**config.mk**
```make
export PLATFORM = sky130hd
export DESIGN_NAME = pse_event_register_bank
export DESIGN_NICKNAME = d
export VERILOG_FILES = /design/src/verilog/pse_evt_pkg.sv /design/src/verilog/pse_event_register_bank.sv /design/src/verilog/pse_sticky_supply.sv
export SDC_FILE = /design/constraint.sdc
export NUM_CORES = 1
export LEC_CHECK = 0
export BUFFER_PORTS_ARGS = -buffer_cell sky130_fd_sc_hd__buf_2
export CELL_PAD_IN_SITES_DETAIL_PLACEMENT = 0
export CELL_PAD_IN_SITES_GLOBAL_PLACEMENT = 2
export CORE_ASPECT_RATIO = 0.8
export CORE_MARGIN = 1
export CORE_UTILIZATION = 31
export DETAILED_ROUTE_END_ITERATION = 6
export PLACE_DENSITY = 0.81
export SLEW_MARGIN = 10
export SYNTH_ARGS = -nofsm -noshare
export SYNTH_HDL_FRONTEND = slang
export SYNTH_SLANG_ARGS = --single-unit
```
**constraint.sdc**
```tcl
create_clock -name clk -period 1.5 [get_ports clk]
set_input_delay 0.075 -clock clk [delete_from_list [all_inputs] [get_ports clk]]
set_output_delay 0.075 -clock clk [all_outputs]
set_load 0.01 [all_outputs]
```
**src/verilog/pse_evt_pkg.sv**
```systemverilog
// Constants for the channel and device event register bank.
// Assumes one device clock and command codes decoded inside the bank.
`default_nettype none

package pse_evt_pkg;

    // ****************************************************************
    // Widths
    // ****************************************************************
    localparam int NCH = 4;
    localparam int CMD_W = 8;
    localparam int DATA_W = 8;

    // ****************************************************************
    // Command codes
    // ****************************************************************
    localparam logic [CMD_W-1:0] CMD_FAULT_VIEW = 8'h06;
    localparam logic [CMD_W-1:0] CMD_FAULT_CLEAR = 8'h07;
    localparam logic [CMD_W-1:0] CMD_LIMIT_VIEW = 8'h08;
    localparam logic [CMD_W-1:0] CMD_LIMIT_CLEAR = 8'h09;
    localparam logic [CMD_W-1:0] CMD_SUPPLY_VIEW = 8'h0a;
    localparam logic [CMD_W-1:0] CMD_SUPPLY_CLEAR = 8'h0b;

    // ****************************************************************
    // Field positions of the supply and device register
    // ****************************************************************
    localparam int SUP_THERMAL_BIT = 7;
    localparam int SUP_LOGIC_UV_BIT = 6;
    localparam int SUP_LOGIC_WARN_BIT = 5;
    localparam int SUP_POWER_UV_BIT = 4;
    localparam int SUP_FAST_SHUTDOWN_BIT = 1;
    localparam int SUP_MEMORY_FAULT_BIT = 0;

    // ****************************************************************
    // Reset values
    // ****************************************************************
    localparam logic [NCH-1:0] CHAN_FLAGS_RESET = 4'h0;
    // Thermal, logic undervolt, logic warning, power undervolt.
    localparam logic [3:0] SUPPLY_HIGH_POR = 4'h7;
    localparam logic [1:0] SUPPLY_LOW_RESET = 2'h0;
    localparam logic [1:0] SUPPLY_RESERVED = 2'h0;
    localparam logic [DATA_W-1:0] READ_DATA_RESET = 8'h00;

    // Index of each register in the pending vector.
    localparam int PEND_FAULT = 0;
    localparam int PEND_LIMIT = 1;
    localparam int PEND_SUPPLY = 2;

endpackage

`default_nettype wire

```
**src/verilog/pse_event_register_bank.sv**
```systemverilog
// Event registers of one four-channel group, read by command code.
// Assumes command strobes and event pulses come from logic on clk.
`timescale 1ns/1ps
`default_nettype none

module pse_event_register_bank (
    // Clock and resets.
    input wire logic clk,
    input wire logic reset_n,
    input wire logic porReset_n,
    // Command port.
    input wire logic cmdRead,
    input wire logic [pse_evt_pkg::CMD_W-1:0] cmdCode,
    output logic [pse_evt_pkg::DATA_W-1:0] readData,
    output logic readValid,
    // Channel state and per-channel event pulses.
    input wire logic [pse_evt_pkg::NCH-1:0] channelOn,
    input wire logic [pse_evt_pkg::NCH-1:0] lineDisconnectEvt,
    input wire logic [pse_evt_pkg::NCH-1:0] overloadCutEvt,
    input wire logic [pse_evt_pkg::NCH-1:0] limitTimerEvt,
    input wire logic [pse_evt_pkg::NCH-1:0] turnOnWindowEvt,
    input wire logic [pse_evt_pkg::NCH-1:0] discoveryErrEvt,
    input wire logic autoMode,
    // Device event pulses.
    input wire logic thermalShutdownEvt,
    input wire logic logicSupplyUndervoltEvt,
    input wire logic logicSupplyWarningEvt,
    input wire logic powerSupplyUndervoltEvt,
    input wire logic fastShutdownEvt,
    input wire logic memoryFaultEvt,
    // Interrupt summary feed and fault cause strobe.
    output logic [2:0] eventPending,
    output logic [pse_evt_pkg::NCH-1:0] powerOnCauseUpdate
);
    import pse_evt_pkg::*;

    // ****************************************************************
    // State
    // ****************************************************************
    typedef struct packed {
        logic [NCH-1:0] lineDisconnectFlags;
        logic [NCH-1:0] overloadCutFlags;
        logic [NCH-1:0] currentLimitFaultFlags;
        logic [NCH-1:0] turnOnFaultFlags;
        logic fastShutdownEvent;
        logic memoryFaultFlag;
        logic [NCH-1:0] chanOnPrev;
        logic [DATA_W-1:0] readData;
        logic readValid;
        logic [NCH-1:0] causeUpdate;
    } pse_bank_type;

    pse_bank_type s_reg;
    pse_bank_type s_next;

    logic rstAll_n;
    logic [NCH-1:0] chanOff;
    logic [NCH-1:0] turnOnSet;
    logic [NCH-1:0] causeSet;
    logic clrFault;
    logic clrLimit;
    logic clrSupply;
    logic [3:0] supplyHigh;
    logic [DATA_W-1:0] faultWord;
    logic [DATA_W-1:0] limitWord;
    logic [DATA_W-1:0] supplyWord;

    // Either reset starts the bank; the sticky supply flags see only power-on.
    assign rstAll_n = reset_n & porReset_n;

    // ****************************************************************
    // Command decode
    // ****************************************************************
    assign clrFault = cmdRead && (cmdCode == CMD_FAULT_CLEAR);
    assign clrLimit = cmdRead && (cmdCode == CMD_LIMIT_CLEAR);
    assign clrSupply = cmdRead && (cmdCode == CMD_SUPPLY_CLEAR);

    // ****************************************************************
    // Per-channel turn-off detection
    // ****************************************************************
    for (genvar i = 0; i < NCH; i++) begin : gChan
        // A falling channel enable drops that channel's event bits.
        assign chanOff[i] = s_reg.chanOnPrev[i] & ~channelOn[i];
        // Autonomous mode hides discovery errors from flags and cause.
        assign causeSet[i] = discoveryErrEvt[i] & ~autoMode;
        assign turnOnSet[i] = turnOnWindowEvt[i] | causeSet[i];
    end

    // ****************************************************************
    // Register words
    // ****************************************************************
    assign faultWord = {s_reg.lineDisconnectFlags, s_reg.overloadCutFlags};
    assign limitWord = {s_reg.currentLimitFaultFlags, s_reg.turnOnFaultFlags};
    assign supplyWord = {supplyHigh, SUPPLY_RESERVED, s_reg.fastShutdownEvent,
                         s_reg.memoryFaultFlag};

    // ****************************************************************
    // Preserved supply flags
    // ****************************************************************
    pse_sticky_supply uSticky (
        .clk(clk),
        .porReset_n(porReset_n),
        .setEvt({thermalShutdownEvt, logicSupplyUndervoltEvt, logicSupplyWarningEvt,
                 powerSupplyUndervoltEvt}),
        .clearAll(clrSupply),
        .flags(supplyHigh)
    );

    // ****************************************************************
    // Next state
    // ****************************************************************
    always_comb begin
        s_next = s_reg;
        s_next.chanOnPrev = channelOn;
        s_next.readValid = 1'b0;
        s_next.causeUpdate = causeSet;
        // Set wins over both the clearing read and the turn-off clear.
        s_next.lineDisconnectFlags = (s_reg.lineDisconnectFlags & ~chanOff & ~{NCH{clrFault}})
                                     | lineDisconnectEvt;
        // Only the flags change here; the limit and overload timers live elsewhere.
        s_next.overloadCutFlags = (s_reg.overloadCutFlags & ~chanOff & ~{NCH{clrFault}})
                                  | overloadCutEvt;
        s_next.currentLimitFaultFlags = (s_reg.currentLimitFaultFlags & ~chanOff & ~{NCH{clrLimit}})
                                        | limitTimerEvt;
        s_next.turnOnFaultFlags = (s_reg.turnOnFaultFlags & ~chanOff & ~{NCH{clrLimit}})
                                  | turnOnSet;
        s_next.fastShutdownEvent = (s_reg.fastShutdownEvent & ~clrSupply) | fastShutdownEvt;
        s_next.memoryFaultFlag = (s_reg.memoryFaultFlag & ~clrSupply) | memoryFaultEvt;
        // Both codes of a register return the value held before any clear.
        if (cmdRead) begin
            case (cmdCode)
                CMD_FAULT_VIEW, CMD_FAULT_CLEAR: begin
                    s_next.readData = faultWord;
                    s_next.readValid = 1'b1;
                end
                CMD_LIMIT_VIEW, CMD_LIMIT_CLEAR: begin
                    s_next.readData = limitWord;
                    s_next.readValid = 1'b1;
                end
                CMD_SUPPLY_VIEW, CMD_SUPPLY_CLEAR: begin
                    s_next.readData = supplyWord;
                    s_next.readValid = 1'b1;
                end
                default: begin
                    s_next.readValid = 1'b0;
                end
            endcase
        end
    end

    // ****************************************************************
    // State register
    // ****************************************************************
    always_ff @(posedge clk or negedge rstAll_n) begin
        if (!rstAll_n) begin
            s_reg <= '{lineDisconnectFlags: CHAN_FLAGS_RESET,
                       overloadCutFlags: CHAN_FLAGS_RESET,
                       currentLimitFaultFlags: CHAN_FLAGS_RESET,
                       turnOnFaultFlags: CHAN_FLAGS_RESET,
                       fastShutdownEvent: SUPPLY_LOW_RESET[1],
                       memoryFaultFlag: SUPPLY_LOW_RESET[0],
                       chanOnPrev: CHAN_FLAGS_RESET,
                       readData: READ_DATA_RESET,
                       readValid: 1'b0,
                       causeUpdate: CHAN_FLAGS_RESET};
        end else begin
            s_reg <= s_next;
        end
    end

    // ****************************************************************
    // Outputs
    // ****************************************************************
    assign readData = s_reg.readData;
    assign readValid = s_reg.readValid;
    assign powerOnCauseUpdate = s_reg.causeUpdate;
    // Any set bit holds its register's request to the summary logic.
    assign eventPending[PEND_FAULT] = |faultWord;
    assign eventPending[PEND_LIMIT] = |limitWord;
    assign eventPending[PEND_SUPPLY] = |supplyWord;

    // ****************************************************************
    // Assertions
    // ****************************************************************
    property p_readFault;
        @(posedge clk) disable iff (!rstAll_n)
        cmdRead && (cmdCode == CMD_FAULT_VIEW || cmdCode == CMD_FAULT_CLEAR)
        |=> readValid && (readData == $past(faultWord));
    endproperty
    a_readFault: assert property (p_readFault) else $error("Fault register read wrong.");

    property p_readLimit;
        @(posedge clk) disable iff (!rstAll_n)
        cmdRead && (cmdCode == CMD_LIMIT_VIEW || cmdCode == CMD_LIMIT_CLEAR)
        |=> readValid && (readData == $past(limitWord));
    endproperty
    a_readLimit: assert property (p_readLimit) else $error("Limit register read wrong.");

    property p_readSupply;
        @(posedge clk) disable iff (!rstAll_n)
        cmdRead && (cmdCode == CMD_SUPPLY_VIEW || cmdCode == CMD_SUPPLY_CLEAR)
        |=> readValid && (readData[3:2] == 2'h0) && (readData == $past(supplyWord));
    endproperty
    a_readSupply: assert property (p_readSupply) else $error("Supply register read wrong.");

    property p_clearFault;
        @(posedge clk) disable iff (!rstAll_n)
        clrFault && !(|lineDisconnectEvt) && !(|overloadCutEvt) |=> faultWord == 8'h00;
    endproperty
    a_clearFault: assert property (p_clearFault) else $error("Clearing read left bits set.");

    property p_viewKeeps;
        @(posedge clk) disable iff (!rstAll_n)
        cmdRead && (cmdCode == CMD_LIMIT_VIEW) && !(|chanOff)
        |=> (limitWord & $past(limitWord)) == $past(limitWord);
    endproperty
    a_viewKeeps: assert property (p_viewKeeps) else $error("Plain read cleared bits.");

    property p_offClears;
        @(posedge clk) disable iff (!rstAll_n)
        chanOff[1] && !lineDisconnectEvt[1] && !overloadCutEvt[1] && !limitTimerEvt[1] && !turnOnSet[1]
        |=> !faultWord[5] && !faultWord[1] && !limitWord[5] && !limitWord[1];
    endproperty
    a_offClears: assert property (p_offClears) else $error("Turned-off channel kept flags.");

    property p_autoQuiet;
        @(posedge clk) disable iff (!rstAll_n)
        autoMode && discoveryErrEvt[2] && !turnOnWindowEvt[2] && !limitWord[2]
        |=> !limitWord[2] && !powerOnCauseUpdate[2];
    endproperty
    a_autoQuiet: assert property (p_autoQuiet) else $error("Discovery error flagged in autonomous mode.");

    property p_setWins;
        @(posedge clk) disable iff (!rstAll_n)
        clrFault && overloadCutEvt[3] |=> faultWord[3];
    endproperty
    a_setWins: assert property (p_setWins) else $error("Event lost on clearing read.");

    property p_release;
        @(posedge clk) disable iff (!rstAll_n)
        clrLimit && !(|limitTimerEvt) && !(|turnOnSet) |=> !eventPending[PEND_LIMIT];
    endproperty
    a_release: assert property (p_release) else $error("Clearing read did not release request.");

    property p_clearFromReset;
        @(posedge clk) disable iff (!rstAll_n)
        $rose(rstAll_n) |-> (faultWord == 8'h00) && (limitWord == 8'h00);
    endproperty
    a_clearFromReset: assert property (p_clearFromReset) else $error("Channel flags not zero after reset.");

    property p_clearLimit;
        @(posedge clk) disable iff (!rstAll_n)
        clrLimit && !(|limitTimerEvt) && !(|turnOnSet) |=> limitWord == 8'h00;
    endproperty
    a_clearLimit: assert property (p_clearLimit) else $error("Limit clearing read left bits set.");

    property p_clearSupply;
        @(posedge clk) disable iff (!rstAll_n)
        clrSupply && !thermalShutdownEvt && !logicSupplyUndervoltEvt && !logicSupplyWarningEvt
        && !powerSupplyUndervoltEvt && !fastShutdownEvt && !memoryFaultEvt |=> supplyWord == 8'h00;
    endproperty
    a_clearSupply: assert property (p_clearSupply) else $error("Supply clearing read left bits set.");

    property p_viewFaultKeeps;
        @(posedge clk) disable iff (!rstAll_n)
        cmdRead && (cmdCode == CMD_FAULT_VIEW) && !(|chanOff)
        |=> (faultWord & $past(faultWord)) == $past(faultWord);
    endproperty
    a_viewFaultKeeps: assert property (p_viewFaultKeeps) else $error("Plain fault read cleared bits.");

    property p_unmapped;
        @(posedge clk) disable iff (!rstAll_n)
        cmdRead && (cmdCode < CMD_FAULT_VIEW || cmdCode > CMD_SUPPLY_CLEAR) |=> !readValid;
    endproperty
    a_unmapped: assert property (p_unmapped) else $error("Unmapped code answered.");

    property p_idleNoValid;
        @(posedge clk) disable iff (!rstAll_n)
        !cmdRead |=> !readValid;
    endproperty
    a_idleNoValid: assert property (p_idleNoValid) else $error("Read valid without a command.");

    property p_dataHolds;
        @(posedge clk) disable iff (!rstAll_n)
        !cmdRead |=> $stable(readData);
    endproperty
    a_dataHolds: assert property (p_dataHolds) else $error("Read data moved without a command.");

    property p_disconnectSet;
        @(posedge clk) disable iff (!rstAll_n)
        |lineDisconnectEvt
        |=> (faultWord[7:4] & $past(lineDisconnectEvt)) == $past(lineDisconnectEvt);
    endproperty
    a_disconnectSet: assert property (p_disconnectSet) else $error("Disconnect event not latched.");

    property p_overloadSet;
        @(posedge clk) disable iff (!rstAll_n)
        |overloadCutEvt
        |=> (faultWord[3:0] & $past(overloadCutEvt)) == $past(overloadCutEvt);
    endproperty
    a_overloadSet: assert property (p_overloadSet) else $error("Overload event not latched.");

    property p_limitSet;
        @(posedge clk) disable iff (!rstAll_n)
        |limitTimerEvt
        |=> (limitWord[7:4] & $past(limitTimerEvt)) == $past(limitTimerEvt);
    endproperty
    a_limitSet: assert property (p_limitSet) else $error("Limit event not latched.");

    property p_startSet;
        @(posedge clk) disable iff (!rstAll_n)
        |turnOnWindowEvt
        |=> (limitWord[3:0] & $past(turnOnWindowEvt)) == $past(turnOnWindowEvt);
    endproperty
    a_startSet: assert property (p_startSet) else $error("Turn-on timeout not latched.");

    property p_causePulse;
        @(posedge clk) disable iff (!rstAll_n)
        !autoMode && discoveryErrEvt[2] |=> powerOnCauseUpdate[2] && limitWord[2];
    endproperty
    a_causePulse: assert property (p_causePulse) else $error("Discovery error not reported.");

    property p_fastSet;
        @(posedge clk) disable iff (!rstAll_n)
        fastShutdownEvt |=> supplyWord[SUP_FAST_SHUTDOWN_BIT];
    endproperty
    a_fastSet: assert property (p_fastSet) else $error("Fast shutdown event not latched.");

    property p_memSet;
        @(posedge clk) disable iff (!rstAll_n)
        memoryFaultEvt |=> supplyWord[SUP_MEMORY_FAULT_BIT];
    endproperty
    a_memSet: assert property (p_memSet) else $error("Memory fault not latched.");

endmodule // pse_event_register_bank

`default_nettype wire

```
**src/verilog/pse_sticky_supply.sv**
```systemverilog
// Supply flags that survive a pin reset and start only at power-on.
// Assumes the set and clear strobes come from the device clock domain.
`timescale 1ns/1ps
`default_nettype none

module pse_sticky_supply (
    // Clock and power-on reset.
    input wire logic clk,
    input wire logic porReset_n,
    // Event strobes, bit 3 thermal down to bit 0 power undervolt.
    input wire logic [3:0] setEvt,
    input wire logic clearAll,
    // Latched flags.
    output logic [3:0] flags
);
    import pse_evt_pkg::*;

    typedef struct packed {
        logic [3:0] flags;
    } pse_sticky_type;

    pse_sticky_type s_reg;
    pse_sticky_type s_next;

    // ****************************************************************
    // Latching
    // ****************************************************************
    always_comb begin
        s_next = s_reg;
        // A new event outweighs a clear in the same cycle.
        s_next.flags = (s_reg.flags & ~{4{clearAll}}) | setEvt;
    end

    // Only power-on reset starts these flags; the pin reset never reaches here.
    always_ff @(posedge clk or negedge porReset_n) begin
        if (!porReset_n) begin
            s_reg <= '{flags: SUPPLY_HIGH_POR};
        end else begin
            s_reg <= s_next;
        end
    end

    assign flags = s_reg.flags;

    property p_stickySet;
        @(posedge clk) disable iff (!porReset_n)
        setEvt[0] |=> flags[0];
    endproperty
    a_stickySet: assert property (p_stickySet) else $error("Supply event lost on clear.");

endmodule // pse_sticky_supply

`default_nettype wire

```
==> results.py, run 1 <==
metrics = {
    "status": {
        "status": "complete, no violations",
    },
    "clock_network": {
        "ctsHoldBuffers": 29,
        "cts_buffers": 5,
        "cts_sinks": 39,
        "cts.clk_slew.worst_paths_ns": 0.07,
        "clk_latency_ns": 0.29,
        "post_cts_resized": 0,
        "clockBufferDepth": 2,
        "cts_setup_buffers": 0,
        "tritoncts": "yes",
        "htreeDepth": 2,
        "clock-root-buffer": "clkbuf_8",
    },
    "final_layout": {
        "layout.nets": 255,
        "utilization": 0.462,
        "most-common-layout-cells": "buf_2, dfrtp_1, dlygate4sd3_1",
        "nFillCells": 489,
        "area_growth_syn_to_layout_pct": 39.2,
        "mostFrequentLayoutCell": "buf_2",
        "seqCellArea_um2": 980,
        "stdcell_count": 274,
        "multiInputGateArea_um2": 636,
        "drive_gt1_frac": 0.401,
        "antenna_cells": 0,
    },
    "yosys": {
        "syn_nets": 174,
        "synth_seq_cells": 39,
        "synthArstFlopShare": 1.00,
        "syn_area_um2": 1720,
        "ys_seq_area_frac": 0.569,
        "ys.flop_type": "dfrtp_1",
        "synth_edf_count": 0,
        "yosysUniqueCellTypes": 26,
        "synthCells": 131,
        "ys_warn_count": 0,
        "syn_area_per_cell_um2": 13.1,
    },
    "pwr": {
        "finalPower_w": 0.00242,
        "p_per_area_nw_per_um2": 1010,
        "vdd_drop_max_v": 0.000364,
        "power.leakage_nw": 1.06,
    },
    "die": {
        "num_rows": 23,
        "ios": 59,
        "initial_utilization": 0.332,
        "dieHeight_um": 68.6,
        "coreArea_um2": 5180,
        "die_x_um": 85.3,
        "fp.dieArea_um2": 5850,
    },
    "grt": {
        "grt_max_degree": 36,
        "grt_usage": 0.152,
        "grt_first_pass_wirelength_um": 6620,
        "grt_pass1_vias": 1394,
        "overflow": 0,
        "antenna_found_initial": 0,
    },
    "sta": {
        "finalSetupViolations": 0,
        "tightest_slew_ns": 0.438,
        "max_freq_mhz": 740,
        "skew_ns": 0.00455,
        "rsz0062_at_grt": "false",
        "layout_min_cycle_time_ns": 1.35,
        "max_slew_margin": 0.708,
        "drv_slew": 0,
        "finalCritPeriodShare": 0.901,
        "hold_violations": 0,
        "timing.setup.tns_ns": 0,
    },
    "routing": {
        "via_per_inst": 5.03,
        "wl_um": 4130,
        "drc": 0,
        "first_pass_iters": 4,
        "drt_iter0_drc": 86,
        "wl_per_cell_um": 15.1,
        "vias": 1377,
        "route.antenna.remaining_nets": 0,
    },
    "setup_path": {
        "path_cells": "nor4_1 -> nand2_1 -> buf_2",
        "cpPeakStageDelay_ns": 0.40,
        "cp-start-kind": "register",
        "critPathSlowestCell": "dfrtp_1",
        "timing.rr.start": "faultWord[3]",
        "worstSetupEndpointType": "primary output",
        "timing.reg2reg.setup_slack_ns": 0.41,
        "reg2regPathDepth": 3,
        "r2r-end": "readData[3]",
        "crit_family": "simple AND/OR/NAND/NOR gates",
        "cp.buffers_inverters": 1,
        "crit_required_ns": 1.42,
        "cp-startpoint": "faultWord[0]",
        "critPathMaxFanout": 3,
        "critical_path_class": "reg -> out",
        "crit_arrival_ns": 1.28,
    },
    "placement": {
        "port-buffer-count": 58,
        "hpwl_um": 3130,
        "dp_cells": 238,
        "gp_congestion": 0.768,
    },
    "worst_hold_path": {
        "worstHoldStart": "discoveryErrEvt[1]",
        "hold_end": "powerOnCauseUpdate[1]",
        "hold_depth": 2,
        "min_path_type": "in -> reg",
    },
    "flow_run": {
        "maxCapViolations": 0,
    },
}
[report_power, final]
group	switching [W]	leakage [nW]	internal [W]
clock	0.000352	0.0502	0.000486
combinational	0.000161	0.561	0.000225
sequential	0.0000567	0.453	0.00114
total	0.000570	1.06	0.00185
[through the flow]
stage	area, um^2	hold slack (ns)	worst slack [ns]
global placement	2000	-0.120	0.147
global route	2390	0.0432	0.0747
CTS	2390	0.0396	0.0952
detailed placement	2000	-0.113	0.0867
finish	2390	0.0535	0.149
floorplan	1720	-0.221	0.384
[routing by layer]
layer,track usage,vias to the layer above,share of wire
met1,0.189,680,0.45
li1,-,656,-
met5,0,-,0
met3,0.0417,4,0.047
met4,0.0438,0,0.0058
met2,0.263,37,0.50
[cell usage after synthesis (3+ instances only)]
library cell	count	share of area
dfrtp_1	36	0.52
a31o_2	12	0.061
buf_4	12	0.052
o22a_1	8	0.041
a21o_1	6	0.026
a2bb2oi_1	6	0.031
mux2i_1	6	0.035
nor2b_1	6	0.022
nor4_1	5	0.018
a311o_1	4	0.023
nand2_1	4	0.0087
nand2b_1	4	0.015
buf_2	3	0.0087
dfstp_2	3	0.046
[kinds of logic (layout without fill, tap and decap cells)]
family                 Yosys count  in the layout  synth area share
AOI/OAI and AO/OA               39             39             0.196
buffers and inverters           15             96            0.0611
DFF                             39             39             0.569
muxes                            6              6            0.0349
and+or+nand+nor                 32             32             0.138
[worst register-to-register path, delay by kind of cell (launching register included)]
family	cells	cell delay (ns)
AOI/OAI and AO/OA	2	0.28
DFF	1	0.41
and+or+nand+nor	1	0.29
[area by class of cell]
type                            count  share of cell area
Multi-Input combinational cell     77               0.265
Tap cell                           62              0.0324
Sequential cell                    39               0.409
Clock buffer                        5              0.0287
Clock inverter                      2              0.0157
Timing Repair Buffer               89               0.249
[worst max path at each step]
| stage | to | slack (ns) | cells past startpoint |
|---|---|---|---|
| floorplan | limitWord[0] | 0.38 | 3 |
| global placement | limitWord[0] | 0.15 | 4 |
| detailed placement | faultWord[2] | 0.09 | 4 |
| CTS | eventPending[0] | 0.1 | 3 |
| global route | eventPending[1] | 0.07 | 3 |
| finish | eventPending[0] | 0.15 | 3 |
No activity file was read; power rests on OpenSTA's default activity.
==> inputs of run 2 (changes only) <==
--- a/config.mk
+++ b/config.mk
@@ -13,7 +13,6 @@
 export CORE_UTILIZATION = 31
 export DETAILED_ROUTE_END_ITERATION = 6
 export PLACE_DENSITY = 0.81
-export SLEW_MARGIN = 10
 export SYNTH_ARGS = -nofsm -noshare
 export SYNTH_HDL_FRONTEND = slang
 export SYNTH_SLANG_ARGS = --single-unit
==> constraint.sdc (replaced) <==
create_clock -name clk -period 1.4 [get_ports clk]
set_input_delay 0.07 -clock clk [delete_from_list [all_inputs] [get_ports clk]]
set_output_delay 0.07 -clock clk [all_outputs]
set_load 0.01 [all_outputs]
==> results.py, run 2 (synthesized netlist as in run 1, its figures left out) <==
metrics = {
    "status": {
        "status": "complete, no violations",
    },
    "grt": {
        "grt_usage": 0.155,
        "grt_first_pass_wirelength_um": 6810,
        "grt_max_degree": 36,
        "overflow": 0,
        "antenna_found_initial": 0,
        "grt_pass1_vias": 1398,
    },
    "placement": {
        "gp_congestion": 0.772,
        "hpwl_um": 3170,
        "place_area_um2": 2000,
        "dp_cells": 238,
        "port-buffer-count": 58,
    },
    "sta": {
        "timing.setup.tns_ns": 0,
        "skew_ns": 0.00652,
        "layout_min_cycle_time_ns": 1.29,
        "finalCritPeriodShare": 0.919,
        "hold_violations": 0,
        "max_freq_mhz": 777,
        "hold_ws_ns": 0.00803,
        "max_slew_margin": 0.707,
        "tightest_slew_ns": 0.439,
        "drv_slew": 0,
        "finalSetupViolations": 0,
    },
    "die": {
        "coreArea_um2": 5180,
        "ios": 59,
        "initial_utilization": 0.332,
        "num_rows": 23,
        "fp.dieArea_um2": 5850,
        "die_x_um": 85.3,
        "dieHeight_um": 68.6,
    },
    "setup_path": {
        "critPathMaxFanout": 3,
        "cp-start-kind": "register",
        "timing.rr.start": "limitWord[3]",
        "critical_path_class": "reg -> out",
        "crit_required_ns": 1.33,
        "cp-startpoint": "limitWord[2]",
        "crit_arrival_ns": 1.22,
        "timing.reg2reg.setup_slack_ns": 0.27,
        "r2r-end": "readData[3]",
        "reg2regPathDepth": 4,
        "critPathSlowestCell": "dfrtp_1",
        "path_cells": "nor4_2 -> nand2_1 -> buf_2",
        "cp-endpoint": "eventPending[1]",
        "worstSetupEndpointType": "primary output",
        "cpPeakStageDelay_ns": 0.43,
    },
    "final_layout": {
        "nFillCells": 476,
        "stdcell_count": 274,
        "antenna_cells": 0,
        "mostFrequentLayoutCell": "buf_2",
        "final_cell_area_um2": 2410,
        "layout.nets": 255,
        "drive_gt1_frac": 0.420,
        "area_growth_syn_to_layout_pct": 40.1,
        "most-common-layout-cells": "buf_2, dfrtp_1, dlygate4sd3_1",
    },
    "routing": {
        "wl_per_cell_um": 15.5,
        "first_pass_iters": 4,
        "vias": 1366,
        "drt_iter0_drc": 58,
        "via_per_inst": 4.99,
        "wl_um": 4240,
        "route.antenna.remaining_nets": 0,
        "drc": 0,
    },
    "clock_network": {
        "clockBufferDepth": 2,
        "clk_latency_ns": 0.28,
        "tritoncts": "yes",
        "clock-root-buffer": "clkbuf_8",
        "cts_buffers": 5,
        "cts_sinks": 39,
        "cts.clk_slew.worst_paths_ns": 0.08,
        "htreeDepth": 2,
    },
    "worst_hold_path": {
        "min_path_type": "in -> reg",
    },
    "pwr": {
        "power.leakage_nw": 1.06,
        "finalPower_w": 0.00260,
        "vdd_drop_max_v": 0.000566,
        "p_per_area_nw_per_um2": 1080,
    },
    "flow_run": {
        "maxCapViolations": 0,
    },
}
[run 2: area by class of cell]
| class | count | area, um^2 | share of cell area |
|---|---|---|---|
| Sequential cell | 39 | 980 | 0.406 |
| Multi-Input combinational cell | 77 | 654 | 0.271 |
| Timing Repair Buffer | 89 | 593 | 0.246 |
| Tap cell | 62 | 77.6 | 0.0322 |
| Clock buffer | 5 | 68.8 | 0.0285 |
| Clock inverter | 2 | 37.5 | 0.0156 |
[run 2: per-stage QoR]
step	util	worst slack, ns
2_1_floorplan	-	0.289
3_3_place_gp	0.386	0.0525
3_5_place_dp	0.386	0.00262
4_1_cts	0.460	0.0130
5_1_grt	0.465	-0.0272
6_report	0.465	0.113
[run 2: timing repair]
action / in CTS / in global routing
endpoints found under the setup margin: 0 / 2
resized for setup: 0 / 3
setup buffers: 0 / 1
hold buffers: 28 / 0
hold endpoints to repair: 66 / 0
[run 2: routing by layer]
metal | GRT usage | part of all wire | up-vias
li1 | - | - | 655
met2 | 0.274 | 0.48 | 46
met5 | 0 | 0 | -
met4 | 0.0375 | 0.0068 | 0
met1 | 0.195 | 0.46 | 660
met3 | 0.0393 | 0.055 | 5
[run 2: critical path, delay by kind of cell, from the launching register on]
| family | cells | cell delay, ns |
|---|---|---|
| buffers and inverters | 1 | 0.14 |
| flip-flops | 1 | 0.43 |
| AND/OR/NAND/NOR | 2 | 0.36 |
[run 2: how the worst min path moves through the flow]
stage,start,endpoint,slack [ns],cells past startpoint
after floorplan,porReset_n,uSticky.flags[3],-0.23,0
after global placement,porReset_n,uSticky.flags[3],-0.13,1
after detailed placement,porReset_n,uSticky.flags[3],-0.12,1
after CTS,logicSupplyWarningEvt,uSticky.flags[1],0.005,2
after global routing,logicSupplyWarningEvt,uSticky.flags[1],0.006,2
final,logicSupplyWarningEvt,uSticky.flags[1],0.008,2
[run 2: power breakdown]
part	switching [W]	leakage (nW)	internal, W	total [W]
registers	0.0000620	0.453	0.00122	0.00129
logic	0.000175	0.561	0.000242	0.000416
clock network	0.000376	0.0502	0.000521	0.000897
==> inputs of run 3 (changes only) <==
--- a/config.mk
+++ b/config.mk
@@ -5,14 +5,16 @@
 export SDC_FILE = /design/constraint.sdc
 export NUM_CORES = 1
 export LEC_CHECK = 0
-export BUFFER_PORTS_ARGS = -buffer_cell sky130_fd_sc_hd__buf_2
+export ABC_AREA = 1
 export CELL_PAD_IN_SITES_DETAIL_PLACEMENT = 0
 export CELL_PAD_IN_SITES_GLOBAL_PLACEMENT = 2
 export CORE_ASPECT_RATIO = 0.8
 export CORE_MARGIN = 1
-export CORE_UTILIZATION = 31
+export CORE_UTILIZATION = 36
 export DETAILED_ROUTE_END_ITERATION = 6
-export PLACE_DENSITY = 0.81
+export DONT_BUFFER_PORTS = 1
+export PLACE_DENSITY = 0.82
+export SLEW_MARGIN = 30
 export SYNTH_ARGS = -nofsm -noshare
 export SYNTH_HDL_FRONTEND = slang
 export SYNTH_SLANG_ARGS = --single-unit
==> results.py, run 3 <==
metrics = {
    "yosys": {
        "yosys.area.top_type": "dfrtp_1",
        "syn_nets": 257,
        "synthCells": 214,
        "synth_common_cells": "nand2_1, dfrtp_1, nand3_1",
        "syn_area_um2": 1890,
        "ys.flop_type": "dfrtp_1",
        "post-synth-top-area-fraction": 0.476,
        "syn_area_per_cell_um2": 8.84,
        "ys_seq_area_frac": 0.518,
        "ys_top_cells_by_area": "dfrtp_1, nand2_1, nand3_1",
        "ys_warn_count": 0,
        "synth_most_common_cell": "nand2_1",
        "yosysUniqueCellTypes": 20,
        "synthArstFlopShare": 1.00,
        "synth_edf_count": 0,
        "synth_seq_cells": 39,
    },
    "placement": {
        "hpwl_um": 2980,
        "gp_congestion": 0.729,
        "port-buffer-count": 0,
    },
    "worst_hold_path": {
        "min_path_type": "in -> reg",
        "worstHoldStart": "cmdRead",
    },
    "setup_path": {
        "cp-start-kind": "register",
        "cpPeakStageDelay_ns": 0.40,
        "crit_arrival_ns": 1.15,
        "critical_path_class": "reg -> out",
        "critPathSlowestCell": "dfrtp_1",
        "path_cells": "nor4_1 -> nand2_1",
        "worstSetupEndpointType": "primary output",
        "crit_required_ns": 1.33,
        "crit_family": "simple AND/OR/NAND/NOR gates",
        "cp.buffers_inverters": 0,
        "critPathMaxFanout": 3,
        "cp-startpoint": "faultWord[0]",
        "timing.rr.start": "uSticky.flags[1]",
    },
    "final_layout": {
        "most-common-layout-cells": "nand2_1, dfrtp_1, nand3_1",
        "drive_gt1_frac": 0.108,
        "mostFrequentLayoutCell": "nand2_1",
        "utilization": 0.453,
        "area_growth_syn_to_layout_pct": 20.6,
        "layout.nets": 284,
        "antenna_cells": 0,
    },
    "routing": {
        "route.antenna.remaining_nets": 0,
        "first_pass_iters": 4,
        "drc": 0,
        "vias": 1404,
        "wl_um": 4040,
        "via_per_inst": 4.63,
        "wl_per_cell_um": 13.3,
        "drt_iter0_drc": 47,
    },
    "die": {
        "die_x_um": 83.1,
        "coreArea_um2": 5040,
        "initial_utilization": 0.376,
        "dieHeight_um": 66.8,
        "fp.dieArea_um2": 5550,
        "ios": 59,
        "num_rows": 23,
    },
    "pwr": {
        "pwr-share-seq": 0.569,
        "power_switching_w": 0.000618,
        "p_int_w": 0.00170,
        "power.leakage_nw": 1.12,
        "combPwrFrac": 0.113,
        "vdd_drop_max_v": 0.000596,
        "p_per_area_nw_per_um2": 1020,
        "swShare": 0.267,
        "clockPowerShare": 0.318,
    },
    "grt": {
        "grt_pass1_vias": 1427,
        "grt_max_degree": 36,
        "antenna_found_initial": 0,
        "overflow": 0,
        "grt_first_pass_wirelength_um": 6870,
        "grt_usage": 0.161,
    },
    "sta": {
        "drv_slew": 0,
        "layout_min_cycle_time_ns": 1.22,
        "rsz0062_at_grt": "false",
        "finalSetupViolations": 0,
        "timing.setup.tns_ns": 0,
        "skew_ns": 0.00830,
        "max_slew_margin": 0.689,
        "finalCritPeriodShare": 0.873,
        "hold_violations": 0,
        "max_freq_mhz": 818,
        "tightest_slew_ns": 0.467,
    },
    "clock_network": {
        "clock-root-buffer": "clkbuf_8",
        "clockBufferDepth": 2,
        "cts_sinks": 39,
        "clk_latency_ns": 0.28,
        "tritoncts": "yes",
        "cts_setup_buffers": 0,
        "cts.clk_slew.worst_paths_ns": 0.08,
        "htreeDepth": 2,
        "cts_buffers": 5,
    },
    "flow_run": {
        "maxCapViolations": 0,
    },
    "status": {
        "status": "complete, no violations",
    },
}
[run 3: through the flow]
stage / power [W] / instance area, um^2 / std cells / hold slack, ns / setup WS [ns]
floorplan: 0.00157 / 1890 / 214 / -0.226 / 0.510
global route: 0.00245 / 2280 / 303 / 0.00603 / 0.0765
finish: 0.00232 / 2280 / 303 / 0.00255 / 0.178
global placement: 0.00153 / 1860 / 262 / -0.225 / 0.327
CTS: 0.00235 / 2280 / 303 / 0.00377 / 0.158
detailed placement: 0.00153 / 1860 / 262 / -0.225 / 0.305
[run 3: final timing paths]
| path | to | slack, ns | depth (start not counted) |
|---|---|---|---|
| worst max-delay path | eventPending[0] | 0.18 | 2 |
| worst min-delay path | readData[5] | 0.003 | 3 |
| worst max register to register | readData[5] | 0.51 | 4 |
| worst min register to register | s_reg[17] | 0.54 | 1 |
| max in group asynchronous | s_reg[17] | 0.55 | 4 |
| min in group asynchronous | uSticky.flags[3] | 0.07 | 1 |
[run 3: worst reg2reg max path, cell delays in order, from the launching register on]
cell	delay [ns]
dfstp_2	0.55
nand3_1	0.08
nand2_1	0.08
nor2_1	0.05
nor2_1	0.07
[run 3: kinds of logic after synthesis]
group / after synthesis / share of synthesized area
flip-flops: 39 / 0.518
buffers and inverters: 40 / 0.114
AND/OR/NAND/NOR: 128 / 0.335
AO/OA/AOI/OAI: 7 / 0.0324
[run 3: area by class of cell]
class                   count  area (um^2)
multi-input cells         135          696
clock buffers               5         68.8
fillers                   513         2750
well taps                  62         77.6
repair buffers             35          348
clock inverters             2         13.8
flip-flops and latches     39          980
inverters                  25         98.8
[run 3: power groups by stage]
stage	Combinational, W	Sequential (W)	Clock [W]
6_report	0.000262	0.00132	0.000736
5_1_grt	0.000300	0.00133	0.000812
4_1_cts	0.000268	0.00132	0.000759
3_5_place_dp	0.000187	0.00134	0
3_3_place_gp	0.000184	0.00134	0
2_1_floorplan	0.000286	0.00129	0
[run 3: timing repair]
action	in CTS	in global routing
hold endpoints to repair	74	0
hold buffers	34	0
gates resized for setup	0	0
[run 3: layer usage]
| metal | GRT usage | vias up | share of wire |
|---|---|---|---|
| met3 | 0.0545 | 5 | 0.060 |
| li1 | - | 715 | - |
| met1 | 0.219 | 637 | 0.51 |
| met5 | 0 | - | 0 |
| met4 | 0.0453 | 0 | 0.0084 |
| met2 | 0.245 | 47 | 0.42 |
